`config.mk`:
```
export PLATFORM = sky130hd
export DESIGN_NAME = spc_counter
export DESIGN_NICKNAME = d
export VERILOG_FILES = /design/src/spc_pkg.sv /design/src/spc_count_step.sv /design/src/spc_counter.sv /design/src/spc_reg_field.sv
export SDC_FILE = /design/constraint.sdc
export NUM_CORES = 1
export LEC_CHECK = 0
export ABC_AREA = 1
export BUFFER_PORTS_ARGS = -buffer_cell sky130_fd_sc_hd__buf_2
export CAP_MARGIN = 10
export CORE_MARGIN = 10
export CORE_UTILIZATION = 45
export DETAILED_ROUTE_END_ITERATION = 8
export PLACE_DENSITY_LB_ADDON = 0.1
export SYNTH_ARGS = -nofsm -noshare
export SYNTH_HDL_FRONTEND = slang
export SYNTH_HIERARCHICAL = 1
export SYNTH_SLANG_ARGS = --single-unit
```
`constraint.sdc`:
```
create_clock -name clk -period 2 [get_ports clk]
set_clock_uncertainty 0.2 [all_clocks]
set_input_delay 0.2 -clock clk [delete_from_list [all_inputs] [get_ports clk]]
set_output_delay 0.2 -clock clk [all_outputs]
set_load 0.02 [all_outputs]
```
`src/spc_pkg.sv`:
```
// Shared constants and carrier types of the presettable 4-bit counter.
// Assumes only a SystemVerilog compiler; every user names items as spc_pkg::name.
package spc_pkg;

  // ----------------------------------------
  // Widths
  // ----------------------------------------
  localparam int CNT_W  = 4;   // Count state width.
  localparam int ADDR_W = 4;   // Avalon byte address width.
  localparam int DATA_W = 32;  // Avalon data width.
  localparam int BE_W   = 4;   // Avalon byte enable width.
  localparam int WRAP_W = 16;  // Wrap event counter width.
  localparam int CTRL_W = 2;   // Control register width.

  // ----------------------------------------
  // Register offsets (byte addresses)
  // ----------------------------------------
  localparam logic [ADDR_W-1:0] REG_CTRL   = 4'h0;
  localparam logic [ADDR_W-1:0] REG_STATUS = 4'h4;
  localparam logic [ADDR_W-1:0] REG_WRAPS  = 4'h8;

  // ----------------------------------------
  // Field positions and reset values
  // ----------------------------------------
  localparam int STAT_CNT_LSB = 0;  // Count in status bits 3:0.
  localparam int STAT_RCO     = 4;  // Ripple carry level.
  localparam int STAT_TERM    = 5;  // Terminal count flag.
  localparam int BE_LOW       = 0;  // Byte lane holding the control bits.
  localparam logic [CTRL_W-1:0] CTRL_RESET  = 2'h0;
  localparam logic [CNT_W-1:0]  CNT_ZERO    = 4'h0;
  localparam logic [CNT_W-1:0]  CNT_ONE     = 4'h1;
  localparam logic [CNT_W-1:0]  TERM_DECADE = 4'h9;
  localparam logic [CNT_W-1:0]  TERM_BINARY = 4'hf;
  localparam logic [WRAP_W-1:0] WRAP_ZERO   = 16'h0000;
  localparam logic [WRAP_W-1:0] WRAP_ONE    = 16'h0001;
  localparam logic [DATA_W-1:0] RDATA_ZERO  = 32'h0000_0000;

  // ----------------------------------------
  // Carrier types
  // ----------------------------------------
  // Control pins driven by the surrounding logic; loadN and clrN are active low.
  typedef struct packed {
    logic             loadN;
    logic             clrN;
    logic             enP;
    logic             enT;
    logic [CNT_W-1:0] presetData;
  } spc_pins_t;

  // Control register layout: bit 1 selects synchronous clear, bit 0 decade.
  typedef struct packed {
    logic syncClear;
    logic decadeMode;
  } spc_ctrl_t;

endpackage

```
`src/spc_count_step.sv`:
```
// Next-count arithmetic of the counter: one step with wrap, and terminal detect.
// Assumes a purely combinational context; the caller registers the results.
`timescale 1ns/1ps

module spc_count_step (
  input  logic [spc_pkg::CNT_W-1:0] count,
  input  logic                      decadeMode,
  output logic [spc_pkg::CNT_W-1:0] stepped,
  output logic                      wrapped,
  output logic                      isTerm
);

  // ----------------------------------------
  // Step and terminal detect
  // ----------------------------------------
  // The terminal value depends on the count length chosen.
  always_comb begin
    isTerm  = decadeMode ? (count == spc_pkg::TERM_DECADE)
                         : (count == spc_pkg::TERM_BINARY);
    wrapped = isTerm;
    // At the terminal count the next step returns to zero.
    if (isTerm) begin
      stepped = spc_pkg::CNT_ZERO;
    end else begin
      // Out-of-range decade values simply keep counting up.
      stepped = count + spc_pkg::CNT_ONE;
    end
  end

endmodule

```
`src/spc_counter.sv`:
```
// Presettable synchronous 4-bit counter with an Avalon-MM register slave.
// Assumes the control pins come from logic on clk; software sets the options.
//
// How it works
// Decade or binary count length, software selected.
// All four bits update on one edge.
// Low load copies preset data next edge.
// Asynchronous option: low clear zeroes count at once.
// Synchronous option: low clear zeroes next edge.
// Count only when both enables high.
// Ripple carry gated by second enable.
// Decade wraps nine to zero.
// Binary wraps fifteen to zero.
// Otherwise hold state across edges.
// Mode decided only by levels at edge.
// Partner avoids raising load while clock low.
// Partner avoids raising clear while clock low.
// Partner drops enables only while clock high.
// Ripple carry equals enable and terminal count.
// Synchronous clear beats simultaneous load.
//
// Chosen here: the register addresses and register access over Avalon-MM.
`timescale 1ns/1ps

module spc_counter (
  input  logic                       clk,
  input  logic                       nrst,
  input  spc_pkg::spc_pins_t         pins,
  input  logic [spc_pkg::ADDR_W-1:0] address,
  input  logic                       read,
  input  logic                       write,
  input  logic [spc_pkg::DATA_W-1:0] writedata,
  input  logic [spc_pkg::BE_W-1:0]   byteenable,
  output logic [spc_pkg::DATA_W-1:0] readdata,
  output logic                       waitrequest,
  output logic [spc_pkg::CNT_W-1:0]  count,
  output logic                       lsbOutput,
  output logic                       rippleCarry
);

  // ----------------------------------------
  // Declarations
  // ----------------------------------------
  spc_pkg::spc_ctrl_t          ctrlQ;       // Count length and clear option.
  spc_pkg::spc_ctrl_t          ctrlD;       // Control value after this edge.
  logic [spc_pkg::CNT_W-1:0]   countQ;      // Counter state.
  logic [spc_pkg::CNT_W-1:0]   countD;      // Next counter state.
  logic [spc_pkg::CNT_W-1:0]   stepped;     // Count plus one with wrap.
  logic                        wrapped;     // Present count is terminal.
  logic                        termNext;    // Next count will be terminal.
  logic                        terminalQ;   // Registered terminal flag.
  logic                        countRstN;   // Reset of the count flops.
  logic                        asyncClr;    // Asynchronous clear is acting.
  logic                        countEn;     // Count mode at this edge.
  logic                        wrapEv;      // A wrap happens at this edge.
  logic [spc_pkg::WRAP_W-1:0]  wrapsQ;      // Wrap events seen.
  logic                        waitQ;       // Registered waitrequest.
  logic [spc_pkg::DATA_W-1:0]  readdataQ;   // Registered read data.
  logic [spc_pkg::DATA_W-1:0]  rdMux;       // Read data selection.
  logic                        busReq;      // Any access pending.
  logic                        wrAccept;    // Write completes this edge.
  logic                        ctrlWr;      // Write to the control register.
  logic                        wrapsClr;    // Write to the wrap counter.

  // ----------------------------------------
  // Control register
  // ----------------------------------------
  // Software picks count length and clear option here.
  spc_reg_field #(
    .W     (spc_pkg::CTRL_W),
    .RESET (spc_pkg::CTRL_RESET)
  ) u_ctrl (
    .clk    (clk),
    .nrst   (nrst),
    .wrEn   (ctrlWr),
    .wrData (writedata[spc_pkg::CTRL_W-1:0]),
    .fieldQ (ctrlQ),
    .fieldD (ctrlD)
  );

  // ----------------------------------------
  // Count arithmetic
  // ----------------------------------------
  // Step from the present count under the present length option.
  spc_count_step u_step_now (
    .count      (countQ),
    .decadeMode (ctrlQ.decadeMode),
    .stepped    (stepped),
    .wrapped    (wrapped),
    .isTerm     ()
  );

  // Look ahead: terminal test of the next count under the next option.
  // This keeps the carry flag in step with a length change by software.
  spc_count_step u_step_next (
    .count      (countD),
    .decadeMode (ctrlD.decadeMode),
    .stepped    (),
    .wrapped    (),
    .isTerm     (termNext)
  );

  // ----------------------------------------
  // Mode decode
  // ----------------------------------------
  // The clear pin acts without the clock only in the asynchronous option.
  always_comb begin
    asyncClr  = !pins.clrN && !ctrlQ.syncClear;
    countRstN = nrst && !asyncClr;
    countEn   = pins.loadN && pins.clrN && pins.enP && pins.enT;
    wrapEv    = countEn && wrapped;
  end

  // Next state, decided purely by the pin levels seen at the edge.
  // Clear first, then load, then count, else hold.
  always_comb begin
    countD = countQ;
    if (ctrlQ.syncClear && !pins.clrN) begin
      // Clear wins over a load in the same cycle.
      countD = spc_pkg::CNT_ZERO;
    end else if (!pins.loadN) begin
      // Load ignores both enables.
      countD = pins.presetData;
    end else if (pins.enP && pins.enT) begin
      // Wraps at nine or fifteen come from the step logic.
      countD = stepped;
    end
  end

  // ----------------------------------------
  // Count state
  // ----------------------------------------
  // All four bits share one clock edge, so no ripple spikes occur.
  // Hazard: countRstN is combinational; changing the clear option while
  // the pin is low may clear at once, which matches the new option.
  always_ff @(posedge clk or negedge countRstN) begin
    if (!countRstN) begin
      countQ    <= spc_pkg::CNT_ZERO;
      terminalQ <= 1'b0;
    end else begin
      countQ    <= countD;
      terminalQ <= termNext;
    end
  end

  // ----------------------------------------
  // Wrap event counter
  // ----------------------------------------
  // A wrap arriving with a clearing write still counts as one.
  always_ff @(posedge clk or negedge nrst) begin
    if (!nrst) begin
      wrapsQ <= spc_pkg::WRAP_ZERO;
    end else if (wrapEv) begin
      wrapsQ <= wrapsClr ? spc_pkg::WRAP_ONE : (wrapsQ + spc_pkg::WRAP_ONE);
    end else if (wrapsClr) begin
      wrapsQ <= spc_pkg::WRAP_ZERO;
    end
  end

  // ----------------------------------------
  // Avalon-MM slave
  // ----------------------------------------
  // Every access waits one cycle, then completes with waitrequest low.
  always_comb begin
    busReq   = read || write;
    wrAccept = write && !waitQ;
    ctrlWr   = wrAccept && (address == spc_pkg::REG_CTRL)
               && byteenable[spc_pkg::BE_LOW];
    wrapsClr = wrAccept && (address == spc_pkg::REG_WRAPS)
               && (|byteenable);
  end

  // Waitrequest drops for one cycle, one edge after a request appears.
  always_ff @(posedge clk or negedge nrst) begin
    if (!nrst) begin
      waitQ <= 1'b1;
    end else if (!waitQ) begin
      // The access completes at this edge; idle again.
      waitQ <= 1'b1;
    end else if (busReq) begin
      waitQ <= 1'b0;
    end
  end

  // Read selection; unmapped addresses read as zero.
  always_comb begin
    rdMux = spc_pkg::RDATA_ZERO;
    if (address == spc_pkg::REG_CTRL) begin
      rdMux[spc_pkg::CTRL_W-1:0] = ctrlQ;
    end else if (address == spc_pkg::REG_STATUS) begin
      rdMux[spc_pkg::STAT_CNT_LSB +: spc_pkg::CNT_W] = countQ;
      rdMux[spc_pkg::STAT_RCO]  = rippleCarry;
      rdMux[spc_pkg::STAT_TERM] = terminalQ;
    end else if (address == spc_pkg::REG_WRAPS) begin
      rdMux[spc_pkg::WRAP_W-1:0] = wrapsQ;
    end
  end

  // Read data is captured as waitrequest falls and held until the next read.
  always_ff @(posedge clk or negedge nrst) begin
    if (!nrst) begin
      readdataQ <= spc_pkg::RDATA_ZERO;
    end else if (read && waitQ) begin
      readdataQ <= rdMux;
    end
  end

  // ----------------------------------------
  // Outputs
  // ----------------------------------------
  // The carry must follow the second enable without a clock, so it is
  // the one output with a gate after its flip-flop.
  assign rippleCarry = pins.enT && terminalQ;
  assign count       = countQ;
  assign lsbOutput   = countQ[0];
  assign readdata    = readdataQ;
  assign waitrequest = waitQ;

  // ----------------------------------------
  // Checks
  // ----------------------------------------
  // Load copies the preset word at the next edge.
  property p_load_preset;
    @(posedge clk) disable iff (!nrst)
    (!pins.loadN && pins.clrN) |=>
      (asyncClr || (countQ == $past(pins.presetData)));
  endproperty
  a_load_preset: assert property (p_load_preset)
    else $error("Load did not copy the preset data.");

  // An asynchronous clear shows at once.
  property p_async_clear;
    @(posedge clk) disable iff (!nrst)
    asyncClr |-> (countQ == spc_pkg::CNT_ZERO) && !rippleCarry;
  endproperty
  a_async_clear: assert property (p_async_clear)
    else $error("Asynchronous clear did not zero the count.");

  // A synchronous clear zeroes the count even while counting is enabled.
  property p_sync_clear;
    @(posedge clk) disable iff (!nrst)
    (ctrlQ.syncClear && !pins.clrN && pins.enP && pins.enT) ##1 1'b1
      |-> (countQ == spc_pkg::CNT_ZERO);
  endproperty
  a_sync_clear: assert property (p_sync_clear)
    else $error("Synchronous clear did not zero the count.");

  // Clear beats load when both are low.
  property p_clear_over_load;
    @(posedge clk) disable iff (!nrst)
    (ctrlQ.syncClear && !pins.clrN && !pins.loadN) |=>
      (countQ == spc_pkg::CNT_ZERO);
  endproperty
  a_clear_over_load: assert property (p_clear_over_load)
    else $error("Load won over a synchronous clear.");

  // Counting adds one except at the decade terminal.
  property p_count_step;
    @(posedge clk) disable iff (!nrst)
    (countEn && !(ctrlQ.decadeMode && (countQ == spc_pkg::TERM_DECADE))) |=>
      (asyncClr || (countQ == $past(countQ) + spc_pkg::CNT_ONE));
  endproperty
  a_count_step: assert property (p_count_step)
    else $error("Enabled count did not advance by one.");

  // Hold when either enable is low and nothing else acts.
  property p_hold;
    @(posedge clk) disable iff (!nrst)
    (pins.loadN && pins.clrN && !(pins.enP && pins.enT)) |=>
      (asyncClr || $stable(countQ));
  endproperty
  a_hold: assert property (p_hold)
    else $error("Count changed while counting was inhibited.");

  // Decade wrap from nine to zero.
  property p_decade_wrap;
    @(posedge clk) disable iff (!nrst)
    (countEn && ctrlQ.decadeMode && (countQ == spc_pkg::TERM_DECADE)) |=>
      (countQ == spc_pkg::CNT_ZERO);
  endproperty
  a_decade_wrap: assert property (p_decade_wrap)
    else $error("Decade count did not wrap from nine.");

  // Binary wrap from fifteen to zero.
  property p_binary_wrap;
    @(posedge clk) disable iff (!nrst)
    (countEn && !ctrlQ.decadeMode && (countQ == spc_pkg::TERM_BINARY)) |=>
      (countQ == spc_pkg::CNT_ZERO);
  endproperty
  a_binary_wrap: assert property (p_binary_wrap)
    else $error("Binary count did not wrap from fifteen.");

  // A decade count in range stays in range while counting.
  property p_decade_range;
    @(posedge clk) disable iff (!nrst)
    (countEn && ctrlQ.decadeMode && (countQ <= spc_pkg::TERM_DECADE)) [*2]
      |=> (countQ <= spc_pkg::TERM_DECADE);
  endproperty
  a_decade_range: assert property (p_decade_range)
    else $error("Decade count left the range zero to nine.");

  // Carry equals the second enable and the terminal count.
  property p_carry;
    @(posedge clk) disable iff (!nrst)
    rippleCarry == (pins.enT && (countQ == (ctrlQ.decadeMode ?
      spc_pkg::TERM_DECADE : spc_pkg::TERM_BINARY)));
  endproperty
  a_carry: assert property (p_carry)
    else $error("Ripple carry does not match the terminal count.");

  // The carry stays low whenever the second enable is low.
  property p_carry_gate;
    @(posedge clk) disable iff (!nrst)
    !pins.enT |-> !rippleCarry;
  endproperty
  a_carry_gate: assert property (p_carry_gate)
    else $error("Ripple carry was high with the second enable low.");

  // A synchronous clear also acts while counting is inhibited.
  property p_sync_clear_idle;
    @(posedge clk) disable iff (!nrst)
    (ctrlQ.syncClear && !pins.clrN && !(pins.enP && pins.enT)) |=>
      (countQ == spc_pkg::CNT_ZERO);
  endproperty
  a_sync_clear_idle: assert property (p_sync_clear_idle)
    else $error("Synchronous clear did not act with the enables low.");

  // In the synchronous option a clear that falls between edges must not act
  // early: the count sampled at the next edge is still the held value.
  // A leak here would mean the clear pin reached the flops as a reset.
  property p_clear_waits;
    @(posedge clk) disable iff (!nrst)
    (ctrlQ.syncClear && !pins.clrN && $past(pins.clrN) && $past(pins.loadN)
      && !($past(pins.enP) && $past(pins.enT))) |-> (countQ == $past(countQ));
  endproperty
  a_clear_waits: assert property (p_clear_waits)
    else $error("Synchronous clear acted before the clock edge.");

  // Each enabled wrap adds one to the wrap counter unless a write clears it.
  property p_wrap_count;
    @(posedge clk) disable iff (!nrst)
    (wrapEv && !wrapsClr) |=> (wrapsQ == $past(wrapsQ) + spc_pkg::WRAP_ONE);
  endproperty
  a_wrap_count: assert property (p_wrap_count)
    else $error("Wrap counter did not advance on a wrap.");

endmodule

```
`src/spc_reg_field.sv`:
```
// One software-writable register field with a reset value.
// Assumes the caller qualifies wrEn with address decode and byte enables.
`timescale 1ns/1ps

module spc_reg_field #(
  parameter int           W     = 1,
  parameter logic [W-1:0] RESET = '0
) (
  input  logic         clk,
  input  logic         nrst,
  input  logic         wrEn,
  input  logic [W-1:0] wrData,
  output logic [W-1:0] fieldQ,
  output logic [W-1:0] fieldD
);

  // Next value is exposed so users can look one edge ahead.
  always_comb begin
    fieldD = wrEn ? wrData : fieldQ;
  end

  // Field storage.
  always_ff @(posedge clk or negedge nrst) begin
    if (!nrst) begin
      fieldQ <= RESET;
    end else begin
      fieldQ <= fieldD;
    end
  end

endmodule

```
### Word-level counts from Yosys, hierarchy flattened

Index checks and enable logic that the tools add are counted.
W data, S select, Z words.

* add/sub/neg operators: 2
* equality and inequality tests: 6
* multiplexer cells: 17
* reductions and logical operators: 23

Operators with widths (number)
* $mux W16: 4
* $eq A4 B4 Y1 const B: 5
* $add A16 B1 Y16 const B: 1
* $mux W4: 4
* $logic_and A1 B1 Y1: 15
* $mux W14: 1
* $mux W10: 1
* $mux W6: 1
* $mux W1: 5
* $add A4 B1 Y4 const B: 1
* $eq A4 B3 Y1 const B: 1
* $logic_not A1 Y1: 4
* $logic_not A4 Y1: 1
* $reduce_or A4 Y1: 1
* $mux W2: 1
* $reduce_bool A2 Y1: 1
* $logic_or A1 B1 Y1: 1

* register bits: 40
* input port bits: 52
* output and inout bits: 39

### Logic depth before layout (Yosys ltp)

* depth after elaboration: 8
* gate-level depth with buffers: 13
* mapped depth without buffers: 13

### Modules after synthesis

Netlist, hierarchy kept.

Modules (own cells, without submodules)
* spc_counter: times used 1, cells an instance 271, area each 2147.1 um2, sequential area each 952.2 um2
* spc_count_step: times used 2, cells an instance 22, area each 125.1 um2, sequential area each 0.0 um2
* spc_reg_field: times used 1, cells an instance 9, area each 76.3 um2, sequential area each 50.0 um2

### Worst setup path after synthesis

No wires, ideal clock.

* path type: flip-flop to flip-flop
* start: register countQ, in the netlist count[1]
* end: register wrapsQ[15] (netlist bit)
* arrival: 1.606 ns
* setup slack: 0.077 ns
* cell stages (with the launch flop): 13
* clock period less this slack: 1.923 ns
* cells stage by stage: dfrtp_1 > inv_1 > nand2_1 > nand3_1 > nor2_4 > buf_4 > inv_1 > nor2_4 > nand2_4 > nor2_4 > nand2_2 > nor2_1 > nor2_1

* cells in the longest elaborated chain, start to end: 4
* elaborated cells on any way between the ends: 6
* classes of those cells: eq/ne (2); mux (2); reduce/logical (2)

RTL lines
* start: declaration: RTL line spc_counter.sv:46 `logic [spc_pkg::CNT_W-1:0] countQ;`
* start signal: assignment: RTL line spc_counter.sv:138 `countQ <= spc_pkg::CNT_ZERO;`
* start signal: assignment: RTL line spc_counter.sv:141 `countQ <= countD;`
* $eq A4 B4 Y1, on equally long branches: RTL line spc_count_step.sv:19, spc_count_step.sv:18
* $mux W1 (*): RTL line spc_count_step.sv:18 `isTerm = decadeMode ? (count == spc_pkg::TERM_DECADE)`
* net u_step_now.isTerm: RTL line spc_count_step.sv:10 `output logic isTerm`
* $logic_and A1 B1 Y1 (*): RTL line spc_counter.sv:111 `wrapEv = countEn && wrapped;`
* $mux W16 / $reduce_bool A2 Y1 (equally long branches)
* end signal: assignment: RTL line spc_counter.sv:152 `wrapsQ <= spc_pkg::WRAP_ZERO;`
* end signal: assignment: RTL line spc_counter.sv:154 `wrapsQ <= wrapsClr ? spc_pkg::WRAP_ONE : (wrapsQ + spc_pkg::WRAP_ONE);`
* end signal: assignment: RTL line spc_counter.sv:156 `wrapsQ <= spc_pkg::WRAP_ZERO;`
* end: declaration: RTL line spc_counter.sv:56 `logic [spc_pkg::WRAP_W-1:0] wrapsQ;`

Mark *: on every way through the listed nets, which the timed path passes. The rest lies on a longest branch.
A chain may end at the register's enable or synchronous reset.

### Final worst setup path

* start: register u_ctrl.fieldQ[0]
* end: register wrapsQ[9] (netlist bit)

* cells in the longest elaborated chain, start to end: 3
* elaborated cells on any way between the ends: 4
* classes of those cells: mux (2); reduce/logical (2)

RTL lines
* start: declaration: RTL line spc_reg_field.sv:13 `output logic [W-1:0] fieldQ,`
* start signal: assignment: RTL line spc_reg_field.sv:27 `fieldQ <= fieldD;`
* $mux W1 (*): RTL line spc_count_step.sv:18
* net wrapped: RTL line spc_counter.sv:49 `logic wrapped;`
* $logic_and A1 B1 Y1 (*): RTL line spc_counter.sv:111
* $mux W16 / $reduce_bool A2 Y1 (equally long branches)

Marks and branches as above.

==> results.md <==
- Post-DP Area: 2640 sq um
- Leakage: 1.53 nW
- Peak supply drop: 402 uV
- Hold Path Class: input pin to flop
- Worst stage delay on the critical path: 0.42 ns
- Comb power frac: 0.242
- RD Place Congestion: 0.848
- Most used cell, CP: nor2_4
- CTS tree: yes
- Synthesized instance count: 312
- Largest net degree at the start of global routing: 30
- DRC errors left: 0
- FMAX: 549 MHz
- CTS Buf Count: 5
- TritonCTS Sinks: 40
- Tot Pwr: 2.08 mW
- Min-delay src: pins[2]
- Row cnt: 26
- Die W: 93.0 um
- CTS max path bufs: 2
- Avg Cell Area, Syn: 7.70 sq um
- Critical path arrival: 1.84 ns
- Proportion of layout cells with a drive suffix above 1: 0.235
- RSZ-0062 raised after global routing: false
- Ys Warns: 6
- Worst setup path start: u_ctrl/fieldQ[0]
- Max Cap Violations: 0
- Nets: 428
- Final hold violations: 0
- Die ar.: 8660 sq um
- Number of global-route vias before repair: 2111
- Int Pwr: 1.39 mW
- Detailed-route wire length: 5.78 mm
- Power density over the cells: 727 nW/um^2
- DP Cell Count: 425
- CP cell instances: inv_1 > nand2_1 > nand3_2 > nor2_4 > inv_1 > nor2_4 > nand2_4 > nor2_4 > nand3_1 > a21oi_1
- Vias/cell: 4.70
- Multi-input combinational cell area: 1120 sq um
- Post-route ant nets: 0
- Overflow after GRT: 0
- Via count: 2090
- Top-level I/O count: 91
- Number of port buffers: 44
- DR pass1 iterations: 4
- HPWL Detailed: 4.45 mm
- Slowest-stage cell, CP: dfrtp_2
- Root Buffer: clkbuf_8
- Clk slew on worst S/H paths: 0.08 ns
- Core area: 5140 sq um
- CP top delay family: simple AND/OR/NAND/NOR gates
- First-pass GRT wire length: 9.78 mm
- Clk pwr share: 0.280
- Switching Share: 0.331
- Startpoint types: flop
- Worst R2R Start: u_ctrl/fieldQ[0]
- Sw power: 688 uW
- Initial Util: 0.467
- # setup viols final: 0
- Design Area, Final: 2860 sq um
- Chip height: 93.0 um
- Critical path data required time: 2.02 ns
- Critical Path End Type: flop
- Wirelength per Cell: 13.0 um
- Fin crit share: 0.911
- Fill cells: 507
- Post-route minimum period: 1.82 ns
- Layout area overhead: 18.9%
- CTS H-tree depth: 2
- Worst Setup Path Type: flop to flop
- Final cell count without fillers: 445
- FF/Latch Area: 1000 sq um
- Mapped cell area: 2400 sq um
- Latest clock arrival within the worst-skew pair: 0.29 ns
- Detailed Route Iter0 Violations: 112
- GRT Overall Usage: 0.138
- Sequential Power Share: 0.478
- Status: finished clean
- Final max-slew violation count: 0
- Fin Setup TNS: 0 ns
- WP buf/inv: 2
- Crit Path Max Fanout: 8
- Antenna violations before repair: 0
[worst reg2reg max path, stage by stage, from the launching register on]
cell and delay [ns]:
dfrtp_2 0.42, inv_1 0.07, nand2_1 0.07, nand3_2 0.08
nor2_4 0.16, inv_1 0.09, nor2_4 0.13, nand2_4 0.10
nor2_4 0.18, nand3_1 0.09, a21oi_1 0.16
[registers in the layout, indices dropped and copies added (netlist names)]
| register | flops |
|---|---|
| count | 4 |
| readdata | 16 |
| terminalQ | 1 |
| u_ctrl/fieldQ | 2 |
| waitrequest | 1 |
| wrapsQ | 16 |
[per-stage QoR]
stage                     hold WS (ns)  worst slack [ns]  utilization
after floorplan                 -0.296            0.0770            -
after global placement          -0.145             0.113        0.514
after detailed placement        -0.145            0.0869        0.514
after CTS                      0.00745            0.0655        0.550
after global routing            0.0223           0.00412        0.555
final                           0.0105             0.178        0.556
[repair_timing]
| item | CTS | global route |
|---|---|---|
| setup buffers | 0 | 3 |
| endpoints found under the hold margin | 46 | 0 |
| setup endpoints to repair | 0 | 11 |
| hold buffers | 9 | 0 |
| resized for setup | 0 | 3 |
[path summary, 6_finish.rpt]
path | slack (ns) | to | cells past startpoint
max in group asynchronous | 0.90 | readdata[11] | 3
hold / removal | 0.01 | count[2] | 3
setup reg to reg | 0.18 | wrapsQ[9] | 10
hold reg to reg | 0.07 | terminalQ | 1
setup / recovery | 0.18 | wrapsQ[9] | 10
min in group asynchronous | 0.07 | terminalQ | 1
[area by class of cell]
cell class	count	share of cell area
multi-input combinational	221	0.391
sequential	40	0.352
timing repair buffer	63	0.135
inverter	43	0.0565
clock buffer	7	0.0337
tap	70	0.0307
antenna	1	0.000876
[layer usage]
metal,up-vias,global-route usage,part of all wire
met5,-,0,0
met4,0,0.0476,0.012
met3,7,0.0456,0.064
met2,52,0.220,0.45
met1,949,0.171,0.47
li1,1082,-,-
[power groups by stage]
| stage | clock [mW] | combinational, mW | sequential, mW |
|---|---|---|---|
| 3_3_place_gp | 0 | 0.472 | 1.00 |
| 2_1_floorplan | 0 | 0.332 | 1.02 |
| 3_5_place_dp | 0 | 0.483 | 1.01 |
| 5_1_grt | 0.631 | 0.578 | 1.01 |
| 4_1_cts | 0.599 | 0.500 | 0.991 |
| 6_report | 0.583 | 0.502 | 0.992 |
[cell usage in the layout, fill, tap and decap left out, drive strengths merged]
master	instances
a21oi	7
nor3	6
dlygate4sd3	9
dfrtp	39
o31ai	8
nor2	32
o211ai	6
o22ai	1
ha	2
nand2	92
nand4	5
buf	54
o21a	1
clkbuf	7
o21ai	14
o21bai	2
inv	43
xor2	2
xnor2	1
diode	1
conb	16
nand3	26
dfstp	1
Power figures use the tool's default switching activity.
